**src/gpfg_defines.vh**
```
`ifndef GPFG_DEFINES_VH
`define GPFG_DEFINES_VH

// ----------------------------------------
// Register byte offsets
// ----------------------------------------
`define GPFG_OFF_F_LATCH   12'h000
`define GPFG_OFF_F_DIR     12'h004
`define GPFG_OFF_G_LATCH   12'h008
`define GPFG_OFF_G_DIR     12'h00C
`define GPFG_OFF_G_PULLUP  12'h010
`define GPFG_OFF_CTRL      12'h014
`define GPFG_OFF_STATUS    12'h018

// ----------------------------------------
// Implemented bit masks and reset values
// ----------------------------------------
`define GPFG_F_MASK        8'h07
`define GPFG_G_MASK        8'h06
`define GPFG_RST_LATCH     8'h00
`define GPFG_RST_DIR       8'h00
`define GPFG_RST_PULLUP    8'h00

// ----------------------------------------
// Control and status register fields
// ----------------------------------------
`define GPFG_CTRL_FLOAT_BIT 0
`define GPFG_CTRL_RMW_BIT   1
`define GPFG_CTRL_STBY_BIT  2

`endif

```
**src/gpfg_pin_cell.v**
```verilog
`timescale 1ns/1ps

// Per-pin output and input path, registered outputs
module gpfg_pin_cell #(
	parameter OPEN_DRAIN = 0,
	parameter HAS_PULLUP = 0
) (
	input  wire pclk,
	input  wire presetn,
	input  wire latch_bit,
	input  wire dir_bit,
	input  wire pullup_bit,
	input  wire float_pins,
	input  wire pin_in,
	output reg  pin_out,
	output reg  pin_oe,
	output reg  pin_pullup,
	output reg  pin_sampled
);

	// ----------------------------------------
	// Drive, enable and pull-up decode
	// ----------------------------------------
	wire drive_en;
	wire drives_low;

	// Open-drain pins only drive low; a 1 releases the pin
	assign drive_en   = dir_bit & ~float_pins & ((OPEN_DRAIN == 0) | ~latch_bit);
	assign drives_low = drive_en & ~latch_bit;

	// Registered pin outputs
	always @(posedge pclk or negedge presetn) begin
		if (!presetn) begin
			pin_out     <= 1'b0;
			pin_oe      <= 1'b0;
			pin_pullup  <= 1'b0;
			pin_sampled <= 1'b0;
		end else begin
			pin_out     <= latch_bit;
			pin_oe      <= drive_en;
			pin_pullup  <= (HAS_PULLUP != 0) & pullup_bit & ~drives_low
			               & ~float_pins;
			pin_sampled <= pin_in & ~float_pins;
		end
	end

endmodule // gpfg_pin_cell

```
**src/gpfg_ports.v**
```verilog
// Functional notes
// Port F pin is output when direction bit is 1, input when 0.
// Port G pin is output when direction bit is 1, input when 0.
// An output pin drives its port's output latch value.
// Data writes always update the latch; pins see it only as outputs.
// Reading an output pin returns the latch, not the pin.
// Reading an input pin returns pin level; read-modify-write reads return the latch.
// Reset clears every direction bit so all pins start as inputs.
// Float bit set in stop or watch mode forces every pin to high impedance.
// A floated pin's input is blocked and held low.
// Float bit clear in standby leaves pins and driven levels unchanged.
// Open-drain port F pin writing 1 as output releases the pin.
// Port F implements bits 0 to 2 only, one pin each.
// Port G implements bits 1 and 2 only, one pin each.
// Port G pull-up bit 1 connects the pull-up; 0 disconnects it.
// Port G pull-up is disconnected while the pin drives low.
// Software disables shared peripheral outputs before using a pin as a port.
// Unimplemented register bits ignore writes and read as zero.
//
// Our own choices: the register offsets and the APB slave port.
`timescale 1ns/1ps
`include "gpfg_defines.vh"

module gpfg_ports #(
	parameter F_OPEN_DRAIN = 3'b100
) (
	input  wire        pclk,
	input  wire        presetn,
	input  wire        psel,
	input  wire        penable,
	input  wire        pwrite,
	input  wire [11:0] paddr,
	input  wire [31:0] pwdata,
	input  wire [3:0]  pstrb,
	output reg  [31:0] prdata,
	output reg         pready,
	output reg         pslverr,
	input  wire        standby_stop_watch,
	input  wire [2:0]  port_f_pin_in,
	output wire [2:0]  port_f_pin_out,
	output wire [2:0]  port_f_pin_oe,
	input  wire [2:0]  port_g_pin_in,
	output wire [2:0]  port_g_pin_out,
	output wire [2:0]  port_g_pin_oe,
	output wire [2:0]  port_g_pullup_on
);

	// ----------------------------------------
	// Registers
	// ----------------------------------------
	reg  [7:0] port_f_output_latch_r;
	reg  [7:0] port_f_direction_r;
	reg  [7:0] port_g_output_latch_r;
	reg  [7:0] port_g_direction_r;
	reg  [7:0] port_g_pullup_enable_r;
	reg        standby_pin_float_bit_r;
	reg        rmw_read_r;
	wire [2:0] f_sampled;
	wire [2:0] g_sampled;
	wire       float_pins;
	wire       wr_en;
	wire       rd_ok;
	reg  [31:0] rd_data;
	reg         rd_hit;
	wire [7:0]  g_pin_mask;

	// Port G bit 0 has no pin; its input is tied off
	assign g_pin_mask = `GPFG_G_MASK;

	// Port data read: latch for outputs or read-modify-write, else pin
	function [7:0] port_read;
		input [7:0] latch;
		input [7:0] dir;
		input [7:0] pin;
		input [7:0] mask;
		input       rmw;
		begin
			port_read = (rmw ? latch : ((latch & dir) | (pin & ~dir))) & mask;
		end
	endfunction

	// Pins float only when the bit is set and standby is entered
	assign float_pins = standby_pin_float_bit_r & standby_stop_watch;
	assign wr_en      = psel & penable & pwrite & pstrb[0];
	assign rd_ok      = 1'b1;

	// ----------------------------------------
	// Register writes
	// ----------------------------------------
	// Only implemented bits are stored
	always @(posedge pclk or negedge presetn) begin
		if (!presetn) begin
			port_f_output_latch_r   <= `GPFG_RST_LATCH;
			port_f_direction_r      <= `GPFG_RST_DIR;
			port_g_output_latch_r   <= `GPFG_RST_LATCH;
			port_g_direction_r      <= `GPFG_RST_DIR;
			port_g_pullup_enable_r  <= `GPFG_RST_PULLUP;
			standby_pin_float_bit_r <= 1'b0;
			rmw_read_r              <= 1'b0;
		end else if (wr_en) begin
			case (paddr)
				`GPFG_OFF_F_LATCH:  port_f_output_latch_r  <= pwdata[7:0] & `GPFG_F_MASK;
				`GPFG_OFF_F_DIR:    port_f_direction_r     <= pwdata[7:0] & `GPFG_F_MASK;
				`GPFG_OFF_G_LATCH:  port_g_output_latch_r  <= pwdata[7:0] & `GPFG_G_MASK;
				`GPFG_OFF_G_DIR:    port_g_direction_r     <= pwdata[7:0] & `GPFG_G_MASK;
				`GPFG_OFF_G_PULLUP: port_g_pullup_enable_r <= pwdata[7:0] & `GPFG_G_MASK;
				`GPFG_OFF_CTRL: begin
					standby_pin_float_bit_r <= pwdata[`GPFG_CTRL_FLOAT_BIT];
					rmw_read_r              <= pwdata[`GPFG_CTRL_RMW_BIT];
				end
				default: ;
			endcase
		end
	end

	// ----------------------------------------
	// Read decode
	// ----------------------------------------
	always @* begin
		rd_data = 32'h00000000;
		rd_hit  = 1'b1;
		case (paddr)
			`GPFG_OFF_F_LATCH:  rd_data[7:0] = port_read(port_f_output_latch_r, port_f_direction_r,
			                        {5'h00, f_sampled}, `GPFG_F_MASK, rmw_read_r);
			`GPFG_OFF_F_DIR:    rd_data[7:0] = port_f_direction_r;
			`GPFG_OFF_G_LATCH:  rd_data[7:0] = port_read(port_g_output_latch_r, port_g_direction_r,
			                        {5'h00, g_sampled}, `GPFG_G_MASK, rmw_read_r);
			`GPFG_OFF_G_DIR:    rd_data[7:0] = port_g_direction_r;
			`GPFG_OFF_G_PULLUP: rd_data[7:0] = port_g_pullup_enable_r;
			`GPFG_OFF_CTRL:     rd_data[1:0] = {rmw_read_r, standby_pin_float_bit_r};
			`GPFG_OFF_STATUS:   rd_data[`GPFG_CTRL_STBY_BIT:0] = {float_pins, 2'b00};
			default:            rd_hit = 1'b0;
		endcase
	end

	// ----------------------------------------
	// APB answer: no wait states, registered
	// ----------------------------------------
	always @(posedge pclk or negedge presetn) begin
		if (!presetn) begin
			prdata  <= 32'h00000000;
			pready  <= 1'b0;
			pslverr <= 1'b0;
		end else begin
			pready  <= 1'b0;
			pslverr <= 1'b0;
			if (psel & ~penable) begin
				pready  <= rd_ok;
				pslverr <= ~rd_hit;
				prdata  <= pwrite ? 32'h00000000 : rd_data;
			end
		end
	end

	// ----------------------------------------
	// Pin cells
	// ----------------------------------------
	genvar i;
	generate
		for (i = 0; i < 3; i = i + 1) begin : g_f
			gpfg_pin_cell #(.OPEN_DRAIN(F_OPEN_DRAIN[i]), .HAS_PULLUP(0)) u_f (
				.pclk        (pclk),
				.presetn     (presetn),
				.latch_bit   (port_f_output_latch_r[i]),
				.dir_bit     (port_f_direction_r[i]),
				.pullup_bit  (1'b0),
				.float_pins  (float_pins),
				.pin_in      (port_f_pin_in[i]),
				.pin_out     (port_f_pin_out[i]),
				.pin_oe      (port_f_pin_oe[i]),
				.pin_pullup  (),
				.pin_sampled (f_sampled[i])
			);
			// Port G bit 0 has no pin; its cell sees zero latch, direction and pull-up bits
			gpfg_pin_cell #(.OPEN_DRAIN(0), .HAS_PULLUP(1)) u_g (
				.pclk        (pclk),
				.presetn     (presetn),
				.latch_bit   (port_g_output_latch_r[i]),
				.dir_bit     (port_g_direction_r[i]),
				.pullup_bit  (port_g_pullup_enable_r[i]),
				.float_pins  (float_pins),
				.pin_in      (port_g_pin_in[i] & g_pin_mask[i]),
				.pin_out     (port_g_pin_out[i]),
				.pin_oe      (port_g_pin_oe[i]),
				.pin_pullup  (port_g_pullup_on[i]),
				.pin_sampled (g_sampled[i])
			);
		end
	endgenerate

endmodule // gpfg_ports

```
**config.mk**
```make
export PLATFORM = sky130hd
export DESIGN_NAME = gpfg_ports
export DESIGN_NICKNAME = d
export VERILOG_FILES = /design/src/gpfg_pin_cell.v /design/src/gpfg_ports.v
export VERILOG_INCLUDE_DIRS = /design/src /design/src/src
export SDC_FILE = /design/constraint.sdc
export NUM_CORES = 1
export LEC_CHECK = 0
export ABC_CLOCK_PERIOD_IN_PS = 4530
export BUFFER_PORTS_ARGS = -buffer_cell sky130_fd_sc_hd__buf_2
export CORE_MARGIN = 2
export CORE_UTILIZATION = 47
export CTS_CLUSTER_SIZE = 16
export DETAILED_ROUTE_END_ITERATION = 10
export PLACE_DENSITY = 0.91
export SLEW_MARGIN = 30
export SYNTH_ARGS = -nofsm -noshare
export SYNTH_HDL_FRONTEND = slang
export SYNTH_SLANG_ARGS = --single-unit
```
**constraint.sdc**
```tcl
create_clock -name pclk -period 4.53 [get_ports pclk]
set_input_delay 0.906 -clock pclk [delete_from_list [all_inputs] [get_ports pclk]]
set_output_delay 0.906 -clock pclk [all_outputs]
set_load 0.02 [all_outputs]
```
Word level (Yosys, flattened, before mapping)
Index checks and enable logic that the tools add are counted.
{ "word_totals": {"word_cells": 87, "register_bits": 65, "out_inout_bits": 49, "in_bits": 60} }
{ "classes": {"n_eq_ne": 6, "bitwise_logic": 38, "n_mux": 8, "reduce_logical": 8} }
{ "op_table": {"columns": ["cell", "count"], "rows": [
  ["$eq 12x5->1 const B", 3],
  ["$eq 12x4->1 const B", 2],
  ["$and 1x1->1", 22],
  ["$and 3x3->3", 4],
  ["$eq 12x3->1 const B", 1],
  ["$logic_not 12->1", 1],
  ["$pmux 2 s6", 1],
  ["$reduce_and 2->1", 6],
  ["$mux 3", 3],
  ["$not 1->1", 8],
  ["$reduce_or 7->1", 1],
  ["$not 3->3", 2],
  ["$or 3x3->3", 2],
  ["$pmux 1 s6", 1],
  ["$mux 1", 3]
]} }

Longest topological paths before layout
Gate-level depths: netlist of run 1.
{ "logic_depth": {"depth_word": 7, "ltp_mapped": 6, "ltp_nobuf": 5} }

By module
From an unflattened synthesis of run 1, not the netlist that was laid out.
{ "unflattened": {"cells_unflattened": 177, "hier_area_um2": 2033.2} }
{ "by_module_without_submodules": {"columns": ["mod", "cells_each", "n_inst", "area_each_um2", "seq_area_each_um2"], "rows": [
  ["gpfg_ports", 132, 1, 1313.8, 475.5],
  ["gpfg_pin_cell (g_f[0].u_g ...)", 8, 3, 138.9, 100.1],
  ["gpfg_pin_cell (g_f[0].u_f ...)", 7, 2, 98.8, 75.1],
  ["gpfg_pin_cell (g_f[2].u_f)", 7, 1, 105.1, 75.1]
]} }

Worst setup path after synthesis of run 1
Ideal clock, no wire load.
{ "synth_timing": {"path_type": "input to register", "start": "input paddr[9]", "end": "register port_g_output_latch_r[1]", "setup_ns": 0.125, "t_arrival_ns": 2.326, "required_ns": 4.405, "setup_slack_ns": 2.079, "path_buffers": 1, "path_stages": 5, "path_cell_list": "or4_4 -> buf_6 -> nand2b_4 -> or3_4 -> mux2_4"} }
{ "synth_via": {"elab_chain_cells": 2} }
{ "synth_lines": {"columns": ["item", "line_no", "source"], "rows": [
  ["start, declared", "gpfg_ports.v:32", "input wire [11:0] paddr,"],
  ["$eq 12x4->1", "gpfg_ports.v:101", "case (paddr)"],
  ["$reduce_and 2->1 (no source line)", null, null],
  ["end signal, assigned", "gpfg_ports.v:95", "port_g_output_latch_r <= `GPFG_RST_LATCH;"],
  ["end signal, assigned", "gpfg_ports.v:104", "`GPFG_OFF_G_LATCH: port_g_output_latch_r <= pwdata[7:0] & `GPFG_G_MASK;"],
  ["end, declared", "gpfg_ports.v:53", "reg [7:0] port_g_output_latch_r;"]
]} }
Every way passes these cells.
A chain may end at the register's enable or synchronous reset.

Worst setup path in the final report of run 1
{ "layout_timing": {"start": "input paddr[9]", "end": "register port_f_direction_r[0]"} }
{ "layout_via": {"elab_chain_cells": 2} }
{ "layout_lines": {"columns": ["item", "line_no", "source"], "rows": [
  ["$eq 12x3->1", "gpfg_ports.v:101", null],
  ["$reduce_and 2->1 (no source line)", null, null],
  ["end signal, assigned", "gpfg_ports.v:94", "port_f_direction_r <= `GPFG_RST_DIR;"],
  ["end signal, assigned", "gpfg_ports.v:103", "`GPFG_OFF_F_DIR: port_f_direction_r <= pwdata[7:0] & `GPFG_F_MASK;"],
  ["end, declared", "gpfg_ports.v:52", "reg [7:0] port_f_direction_r;"]
]} }
Every way passes these cells.

==> run_results.csv, run 1 <==
group,metric,value,unit
outcome,status,"finished clean",
yosys,seq_area_frac_synth,46.66,%
global_route,grt_overflow_total,0,
routing,drt_iter0_drc,70,
yosys,synthCells,180,
yosys,synth_area_leaders,"dfrtp_1 47%, buf_4 17%, mux2_1 5.2%, and2_1 2.9%, mux2_2 2.9%",
critical_path,cp-end-kind,"register",
routing,drc_errors,0,
sta,max_freq,439.4,MHz
finish,final_util,52.02,%
yosys,synth_area_leader_cell,"dfrtp_1",
floorplan,core-area,3971,sq um
critical_path,setup.worst_path.start_class,"input pin",
power_and_ir_drop,leakagePower,1.119,nW
critical_path,worst-setup-path-type,"in2reg",
flow_run,maxCapViolCount,0,
clock_tree,worstSkewPairLatency,290,ps
sta,tightest_slew,787.1,ps
clock_tree,cts_buffer_depth,2,
finish,drive_gt1_share,29.86,%
finish,antenna_cells,0,
yosys,synth_seq_cells,36,
sta,fin_worst_skew,3.681,ps
floorplan,rows,23,
place,dp_hpwl,2571,microns
worst_hold_path,hp-class,"reg2reg",
sta,setup_viol,0,
clock_tree,cts_hold_buf,0,
routing,route.antenna.remaining_nets,0,
finish,filler_cell_count,384,
global_route,grt.total_usage,16.51,%
routing,vias,1228,
critical_path,cpPeakStageDelay,570,ps
finish,stdcell_area,2066,sq um
yosys,synthTopCellsByCount,"44 x buf_4, 36 x dfrtp_1, 10 x nor2_1, 9 x and2_1, 9 x mux2_1",
sta,final.period_utilization,50.24,%
clock_tree,clock-root-buffer,"clkbuf_8",
critical_path,crit_fanout,6,
global_route,grt_antenna_before_repair,0,
floorplan,die_h,68.09,microns
sta,min_period,2276,ps
floorplan,io_pins,109,
clock_tree,postCtsSetupBuffers,0,
critical_path,required,4700,ps
clock_tree,htree_levels,2,
yosys,synth_edf_count,0,
floorplan,die_area,4636,sq um
place,dp_cells,253,
yosys,synth_area,1931,sq um
yosys,ys_types,40,
routing,routed_wl,3333,microns
yosys,synth_top_area_share,46.66,%
routing,firstDrtPassIters,5,
finish,nets,270,
sta,final_max_slew_viol_count,0,
place,dpl-instance-area,1958,sq um
routing,vias_per_cell,4.705,
place,gp_congestion,0.8709,
finish,fin_cells,261,
finish,seq_area,900.9,sq um
sta,max-slew-margin-rel,47.52,%
clock_tree,cts_tree,"built",
critical_path,arrival,2450,ps
critical_path,cp_cell_sequence,"buf_2 > or4_4 > nand2b_4 > nor2_1 > nand3_1 > mux2_1",
floorplan,die_w,68.09,microns
finish,multi_input_area,772.0,sq um
sta,grt_setup_unrepaired,"false",
yosys,synth_warnings,0,
global_route,grt_pass1_wl,5285,microns
yosys,async_flop_share,100.0,%
power_and_ir_drop,irDropWorstVdd,171.3,uV
power_and_ir_drop,power.density,318.9,nW/um^2
clock_tree,clkSinkCount,36,
critical_path,cpMaxStageDelayCell,"or4_4",
routing,wire_per_inst,12.77,microns
place,io_buffers,43,
yosys,synth.most_common_cell,"buf_4",
floorplan,start_util,48.61,%
sta,setup-tns-final,0,ps
clock_tree,clk_pin_slew,70,ps
power_and_ir_drop,power,0.6587,mW
global_route,grt_start_max_net_pins,37,
sta,hold_violations,0,
finish,areaGrowthSynthToFinish,6.999,%
clock_tree,cts-resized-gates,0,
clock_tree,numCtsBuffers,5,
yosys,syn_avg_cell_area,10.73,sq um
yosys,synth_top_flop_cell,"dfrtp_1",
global_route,grt_pass1_vias,1121,
-- per-layer routing --
metal | up-vias | GRT usage, % | share of wire [%] | routed length (microns)
met5 | - | 0 | 0 | 0
met4 | 0 | 7.500 | 1.8 | 59
met3 | 7 | 5.921 | 7.1 | 235
met2 | 47 | 25.61 | 48 | 1592
met1 | 571 | 20.59 | 43 | 1445
li1 | 603 | - | - | -
-- final timing paths --
kind | end | cells past startpoint | from | slack [ps]
setup / recovery | port_f_direction_r[0] | 6 | paddr[9] | 2250
hold / removal | g_f[0].u_f.pin_out | 0 | port_f_output_latch_r[0] | 410
setup reg to reg | prdata[1] | 5 | rmw_read_r | 2840
hold reg to reg | g_f[0].u_f.pin_out | 0 | port_f_output_latch_r[0] | 410
max in group asynchronous | prdata[2] | 1 | presetn | 3330
min in group asynchronous | g_f[1].u_g.pin_oe | 1 | presetn | 700
-- state kept, by name (all words and copies together) (netlist names) --
name,count
g_f.u_g.pin_pullup,2
pready,1
g_f.u_f.pin_sampled,3
port_f_direction_r,3
g_f.u_g.pin_oe,2
g_f.u_f.pin_oe,3
rmw_read_r,1
port_f_output_latch_r,3
prdata,3
standby_pin_float_bit_r,1
g_f.u_g.pin_sampled,2
port_g_output_latch_r,2
port_g_direction_r,2
g_f.u_g.pin_out,2
pslverr,1
port_g_pullup_enable_r,2
g_f.u_f.pin_out,3
-- cell families after synthesis --
kind of cell    count (synthesis)  share of synthesized area (%)
compound gates                 16                          5.508
buf+inv                        53                          19.38
flops                          36                          46.66
mux                            19                          11.28
other cells                     1                         0.1942
simple gates                   55                          16.98
-- per-stage QoR --
step	worst slack, ps	hold slack [ps]
final	2254	406.4
after global routing	2122	418.5
after detailed placement	1931	392.3
after CTS	2245	408.3
after global placement	1942	381.3
after floorplan	2079	368.1
-- cell usage in the layout (no fill, tap or decap), types with 5 or more instances in the layout --
master,count
and2_1,9
buf_2,43
clkbuf_8,5
nor2_1,10
nand2_1,5
conb_1,32
a21oi_1,5
mux2_2,5
dfrtp_1,36
mux2_1,9
nor3_1,6
-- area by class of cell --
class	count	share of cell area, %
timing repair buffer	43	10.42
clock inverter	2	1.696
inverter	2	0.3634
tap	50	3.028
multi-input combinational	122	37.37
sequential	36	43.61
clock buffer	6	3.513
-- worst max-delay path: cells and delay by family --
| kind | cells | cell delay, ps |
|---|---|---|
| multiplexers | 1 | 380 |
| buffers and inverters | 1 | 100 |
| AND/OR/NAND/NOR | 4 | 1070 |
-- power by group --
| group | internal [mW] | total [mW] | switching [mW] |
|---|---|---|---|
| clock | 0.163 | 0.270 | 0.107 |
| combinational | 0.0155 | 0.0632 | 0.0477 |
| sequential | 0.325 | 0.325 | 0.000771 |
No activity file was read; power rests on OpenSTA's default activity.
==> run 2: changes to the inputs <==
--- a/config.mk
+++ b/config.mk
@@ -6,13 +6,14 @@
 export SDC_FILE = /design/constraint.sdc
 export NUM_CORES = 1
 export LEC_CHECK = 0
-export ABC_CLOCK_PERIOD_IN_PS = 4530
+export ABC_AREA = 1
+export ABC_CLOCK_PERIOD_IN_PS = 1800
 export BUFFER_PORTS_ARGS = -buffer_cell sky130_fd_sc_hd__buf_2
 export CORE_MARGIN = 2
-export CORE_UTILIZATION = 47
+export CORE_UTILIZATION = 40
 export CTS_CLUSTER_SIZE = 16
 export DETAILED_ROUTE_END_ITERATION = 10
-export PLACE_DENSITY = 0.91
+export PLACE_DENSITY = 0.82
 export SLEW_MARGIN = 30
 export SYNTH_ARGS = -nofsm -noshare
 export SYNTH_HDL_FRONTEND = slang
==> constraint.sdc (replaced) <==
create_clock -name pclk -period 1.8 [get_ports pclk]
set_input_delay 0.36 -clock pclk [delete_from_list [all_inputs] [get_ports pclk]]
set_output_delay 0.36 -clock pclk [all_outputs]
set_load 0.02 [all_outputs]
==> run 2 against run 1 <==
Non-clock buffer count is 2 higher. Setup slack worse by 1700 ps. Sequential share of layout area is 1.9 points lower. Global-route usage is 1.8 points lower. Critical path type is now reg2reg.
==> run_results.csv, run 2 <==
group,metric,value,unit
power_and_ir_drop,leakagePower,1.102,nW
floorplan,core-area,4755,sq um
power_and_ir_drop,power.density,727.8,nW/um^2
critical_path,rrSetupSlack,540,ps
finish,layout_common_cells,"44 x nand2_1, 43 x buf_2, 36 x dfrtp_1",
yosys,synth_edf_count,0,
global_route,grt_start_max_net_pins,37,
finish,antenna_cells,0,
critical_path,required,1990,ps
clock_tree,cts_hold_buf,0,
floorplan,rows,25,
finish,multi_input_area,750.7,sq um
routing,drc_errors,0,
critical_path,reg2regPathDepth,8,
clock_tree,cts_tree,"built",
outcome,status,"finished clean",
critical_path,path_depth,8,
finish,areaGrowthSynthToFinish,9.028,%
yosys,seq_area_frac_synth,45.45,%
critical_path,cp-end-kind,"register",
sta,grt_setup_unrepaired,"false",
place,io_buffers,43,
yosys,async_flop_share,100.0,%
clock_tree,clkSinkCount,36,
worst_hold_path,hp-class,"in2async",
finish,layout_commonest_cell,"nand2_1",
global_route,grt_antenna_before_repair,0,
yosys,synth_top_area_share,45.45,%
sta,setup-tns-final,0,ps
sta,fin_worst_skew,4.003,ps
floorplan,die_h,74.39,microns
sta,min_period,1260,ps
clock_tree,clock-root-buffer,"clkbuf_8",
routing,vias,1471,
finish,nets,334,
critical_path,critPathBufInv,0,
yosys,synth_warnings,0,
finish,drive_gt1_share,25.82,%
floorplan,die_area,5534,sq um
sta,max_freq,793.4,MHz
place,gp_congestion,0.8833,
floorplan,die_w,74.39,microns
critical_path,cpLargestDelayFamily,"simple AND/OR/NAND/NOR gates",
yosys,synth_area_leader_cell,"dfrtp_1",
sta,final.period_utilization,70.02,%
yosys,synth_area_leaders,"dfrtp_1 45%, buf_4 17%, nand2_1 8.3%, inv_1 4.5%, nor2_1 4.0%",
yosys,synth_seq_cells,36,
power_and_ir_drop,irDropWorstVdd,284.9,uV
routing,drt_iter0_drc,83,
floorplan,start_util,41.68,%
clock_tree,worstSkewPairLatency,290,ps
clock_tree,cts-resized-gates,0,
critical_path,reg2reg_to,"prdata[2]",
clock_tree,postCtsSetupBuffers,0,
routing,vias_per_cell,4.301,
critical_path,startpoint,"rmw_read_r",
sta,hold_violations,0,
critical_path,cpPeakStageDelay,470,ps
yosys,synth_top_flop_cell,"dfrtp_1",
yosys,synthCells,237,
global_route,grt.total_usage,14.70,%
critical_path,cp_cell_sequence,"o21ai_0 > nand2_1 > nand3_1 > nand2_1 > nor2_1 > nand2_1 > nand2_1 > nand2_1",
critical_path,setup.worst_path.start_class,"register",
clock_tree,numCtsBuffers,5,
place,dp_hpwl,2868,microns
global_route,grt_pass1_vias,1356,
clock_tree,htree_levels,2,
routing,routed_wl,3726,microns
floorplan,io_pins,109,
critical_path,arrival,1450,ps
critical_path,crit_fanout,7,
critical_path,cp-endpoint,"prdata[2]",
global_route,grt_pass1_wl,5982,microns
clock_tree,clk_pin_slew,70,ps
critical_path,worst-setup-path-type,"reg2reg",
global_route,grt_overflow_total,0,
critical_path,reg2reg_from,"rmw_read_r",
routing,route.antenna.remaining_nets,0,
yosys,ys_types,21,
routing,wire_per_inst,10.89,microns
critical_path,cpMaxStageDelayCell,"dfrtp_1",
flow_run,maxCapViolCount,0,
routing,firstDrtPassIters,4,
yosys,synthTopCellsByCount,"44 x buf_4, 44 x nand2_1, 36 x dfrtp_1, 24 x inv_1, 21 x nor2_1",
sta,whs,94.89,ps
sta,setup_viol,0,
finish,filler_cell_count,484,
sta,final_max_slew_viol_count,0,
clock_tree,cts_buffer_depth,2,
yosys,syn_avg_cell_area,8.362,sq um
finish,seq_area,900.9,sq um
yosys,synth_area,1982,sq um
critical_path,cp_common_cell,"nand2_1",
-- run 2: cell count changes in the layout (fill, tap and decap cells not counted), moves of 5 or more --
cell and delta:
nor2_1 +11, and2_1 -9, nand3_1 +11, nor2_2 +6, nand2_1 +39, nor3_1 -5
mux2_1 -9, nor2_4 +6, inv_1 +22, o21ai_1 +14, a21oi_1 -5, mux2_2 -5
-- run 2: power breakdown --
group          internal, mW  switching (mW)
logic                0.0350           0.121
clock network         0.311           0.286
registers             0.817         0.00254
-- run 2: cell families (layout without fill, tap and decap cells) --
family,count (synthesis),in the layout,synth area share (%)
flops,36,36,45.45
simple gates,103,103,25.25
compound gates,24,24,6.565
buf+inv,73,80,22.54
other cells,1,32,0.1892
-- run 2: cell type report --
class | count | share of cell area (%)
clock inverter | 1 | 0.3474
inverter | 27 | 4.690
sequential | 36 | 41.69
multi-input combinational | 159 | 34.74
clock buffer | 7 | 3.995
tap | 67 | 3.880
timing repair buffer | 45 | 10.65
-- run 2: worst reg2reg max path: stages, from the launching register on --
cell	delay (ps)
dfrtp_1	470
o21ai_0	190
nand2_1	80
nand3_1	90
nand2_1	50
nor2_1	110
nand2_1	70
nand2_1	60
nand2_1	40
-- run 2: how the worst min path moves through the flow --
stage,start,endpoint,cells after the start
5_1_grt,presetn,g_f[1].u_g.pin_out,2
2_1_floorplan,presetn,g_f[0].u_f.pin_oe,0
3_3_place_gp,port_g_output_latch_r[1],g_f[1].u_g.pin_out,0
4_1_cts,presetn,g_f[1].u_g.pin_out,2
3_5_place_dp,port_g_output_latch_r[1],g_f[1].u_g.pin_out,0
6_report,presetn,g_f[1].u_g.pin_out,2
-- run 2: through the flow --
stage / utilization, % / instance area (sq um) / setup WS [ps] / power [mW] / cells
final: 45.45 / 2161 / 539.6 / 1.573 / 342
after global routing: 45.45 / 2161 / 443.8 / 1.654 / 342
after CTS: 45.45 / 2161 / 556.3 / 1.598 / 342
after detailed placement: 43.47 / 2067 / 293.0 / 0.9910 / 334
after global placement: 43.47 / 2067 / 297.2 / 0.9886 / 334
after floorplan: - / 2098 / 562.8 / 0.9822 / 268
-- run 2: routing by layer --
| layer | GRT usage [%] | vias up | wire (microns) |
|---|---|---|---|
| met3 | 5.556 | 6 | 239 |
| li1 | - | 743 | - |
| met2 | 24.58 | 49 | 1955 |
| met1 | 16.15 | 673 | 1456 |
| met4 | 7.937 | 0 | 74 |
| met5 | 0 | - | 0 |
==> run 3: changes to the inputs <==
--- a/config.mk
+++ b/config.mk
@@ -7,7 +7,7 @@
 export NUM_CORES = 1
 export LEC_CHECK = 0
 export ABC_AREA = 1
-export ABC_CLOCK_PERIOD_IN_PS = 1800
+export ABC_CLOCK_PERIOD_IN_PS = 1050
 export BUFFER_PORTS_ARGS = -buffer_cell sky130_fd_sc_hd__buf_2
 export CORE_MARGIN = 2
 export CORE_UTILIZATION = 40
==> constraint.sdc (replaced) <==
create_clock -name pclk -period 1.05 [get_ports pclk]
set_input_delay 0.21 -clock pclk [delete_from_list [all_inputs] [get_ports pclk]]
set_output_delay 0.21 -clock pclk [all_outputs]
set_load 0.02 [all_outputs]
==> run 3 against run 2 <==
The run now ends with negative setup slack left. Register-to-register slack lost 720 ps. Wire length is 10% higher. Clock skew hardly changed. Setup slack worse by 720 ps. Sequential cell count is the same. Hold slack gained 44 ps. Largest cell class unchanged. Highest routed layer unchanged.
==> run_results.csv, run 3 (synthesized netlist as in run 2, its figures left out) <==
group,metric,value,unit
outcome,status,"finished with violations",
outcome,failed_checks,"negative setup slack",
floorplan,die_h,74.39,microns
critical_path,arrival,1450,ps
routing,route.antenna.remaining_nets,0,
floorplan,rows,25,
critical_path,reg2reg_to,"prdata[0]",
place,dpl-instance-area,2282,sq um
finish,stdcell_area,2582,sq um
finish,areaGrowthSynthToFinish,30.30,%
clock_tree,cts_tree,"built",
routing,drt_iter0_drc,137,
worst_hold_path,hold_path.startpoint,"port_g_pin_in[1]",
sta,worst_slack,-176.3,ps
routing,wl_met3,233,microns
critical_path,setup.worst_path.start_class,"register",
sta,setup_viol,3,
finish,drive_gt1_share,40.46,%
power_and_ir_drop,leakagePower,1.295,nW
place,dp_hpwl,3032,microns
critical_path,critPathBufInv,1,
global_route,grt_start_max_net_pins,37,
sta,final_max_slew_viol_count,0,
floorplan,core-area,4755,sq um
critical_path,cpMaxStageDelayCell,"dfrtp_2",
sta,min_period,1226,ps
clock_tree,clk_pin_slew,70,ps
worst_hold_path,hold-path-cell-count,3,
critical_path,crit_fanout,7,
routing,drc_errors,0,
global_route,grt_overflow_total,0,
global_route,grt_pass1_wl,6223,microns
floorplan,io_pins,109,
routing,firstDrtPassIters,4,
routing,vias_per_cell,4.356,
routing,wl_met2,2206,microns
routing,vias,1616,
routing,wire_per_inst,11.05,microns
sta,hold_violations,0,
flow_run,maxCapViolCount,0,
routing,wl_met1,1585,microns
finish,antenna_cells,0,
place,gp_congestion,0.8763,
sta,grt_setup_unrepaired,"true",
floorplan,die_area,5534,sq um
sta,setup-tns-final,-454.6,ps
power_and_ir_drop,irDropWorstVdd,514.5,uV
clock_tree,clock-root-buffer,"clkbuf_8",
routing,top_layer,"met4",
critical_path,cp_cell_sequence,"buf_4 > nor2_4 > nand2_1 > o21ai_2 > nand4_1 > nand3_1 > nand3b_1 > nand2_1",
floorplan,die_w,74.39,microns
critical_path,required,1280,ps
sta,final.period_utilization,116.8,%
global_route,grt_pass1_vias,1428,
floorplan,start_util,41.68,%
global_route,grt.total_usage,15.09,%
finish,final_util,54.32,%
clock_tree,htree_levels,2,
critical_path,cp_common_cell,"nand2_1",
sta,fin_worst_skew,3.600,ps
power_and_ir_drop,power,2.642,mW
finish,nets,364,
worst_hold_path,hold_end,"g_f[1].u_g.pin_sampled",
finish,layout_common_cells,"39 x buf_2, 38 x nand2_1, 35 x dfrtp_1",
critical_path,worst-setup-path-type,"reg2reg",
place,io_buffers,43,
critical_path,rrSetupSlack,-180,ps
critical_path,cpLargestDelayFamily,"flip-flops",
clock_tree,numCtsBuffers,5,
routing,routed_wl,4098,microns
clock_tree,cts_buffer_depth,2,
sta,max_freq,815.5,MHz
critical_path,reg2regPathDepth,8,
power_and_ir_drop,power.density,1023,nW/um^2
worst_hold_path,hp-class,"in2reg",
critical_path,cpPeakStageDelay,470,ps
global_route,grt_antenna_before_repair,0,
clock_tree,clkSinkCount,36,
critical_path,cp-end-kind,"register",
clock_tree,worstSkewPairLatency,280,ps
finish,layout_commonest_cell,"buf_2",
critical_path,reg2reg_from,"rmw_read_r",
finish,filler_cell_count,442,
run 3: routing by layer:
| metal | up-vias | global-route usage (%) |
|---|---|---|
| li1 | 797 | - |
| met1 | 756 | 17.32 |
| met2 | 55 | 26.35 |
| met3 | 8 | 4.472 |
| met4 | 0 | 5.952 |
| met5 | - | 0 |
run 3: area by class of cell:
class | count | area [sq um] | area share [%]
Clock inverter | 2 | 12.51 | 0.4845
Clock buffer | 5 | 68.82 | 2.665
Sequential cell | 36 | 902.1 | 34.93
Tap cell | 67 | 83.83 | 3.246
Multi-Input combinational cell | 159 | 873.3 | 33.82
Inverter | 27 | 105.1 | 4.070
Timing Repair Buffer | 75 | 536.8 | 20.78
run 3: tightest hold or removal path: cells and delay by family:
kind                   cells  cell delay, ps
and+or+nand+nor            1              40
buffers and inverters      2             140
run 3: how the worst max path moves through the flow:
stage	from	to	slack, ps	cells after the start
after global routing	rmw_read_r	prdata[0]	-280	8
after floorplan	paddr[1]	port_f_output_latch_r[2]	-20	7
after global placement	paddr[7]	port_f_direction_r[2]	-220	8
final	rmw_read_r	prdata[0]	-180	8
after detailed placement	paddr[9]	port_f_direction_r[2]	-280	8
after CTS	rmw_read_r	prdata[2]	-130	8
run 3: metrics by stage:
stage	hold slack [ps]	cells	setup slack [ps]
floorplan	-85.59	268	-15.67
global placement	183.7	357	-219.6
detailed placement	186.2	357	-283.1
CTS	113.9	367	-134.5
global route	140.7	371	-278.1
finish	139.1	371	-176.3
run 3: timing repair:
action	in CTS	in global routing
hold endpoints to repair	36	0
endpoints found under the setup margin	4	21
resized for setup	6	39
buffers inserted	2	4
pin swaps	5	8
hold buffers	1	0
cloned	0	0
run 3: report_power, final:
| part | switching [mW] | total (mW) | internal, mW |
|---|---|---|---|
| registers | 0.00457 | 1.41 | 1.40 |
| clock network | 0.471 | 0.919 | 0.448 |
| logic | 0.222 | 0.316 | 0.0943 |
| total | 0.698 | 2.64 | 1.94 |
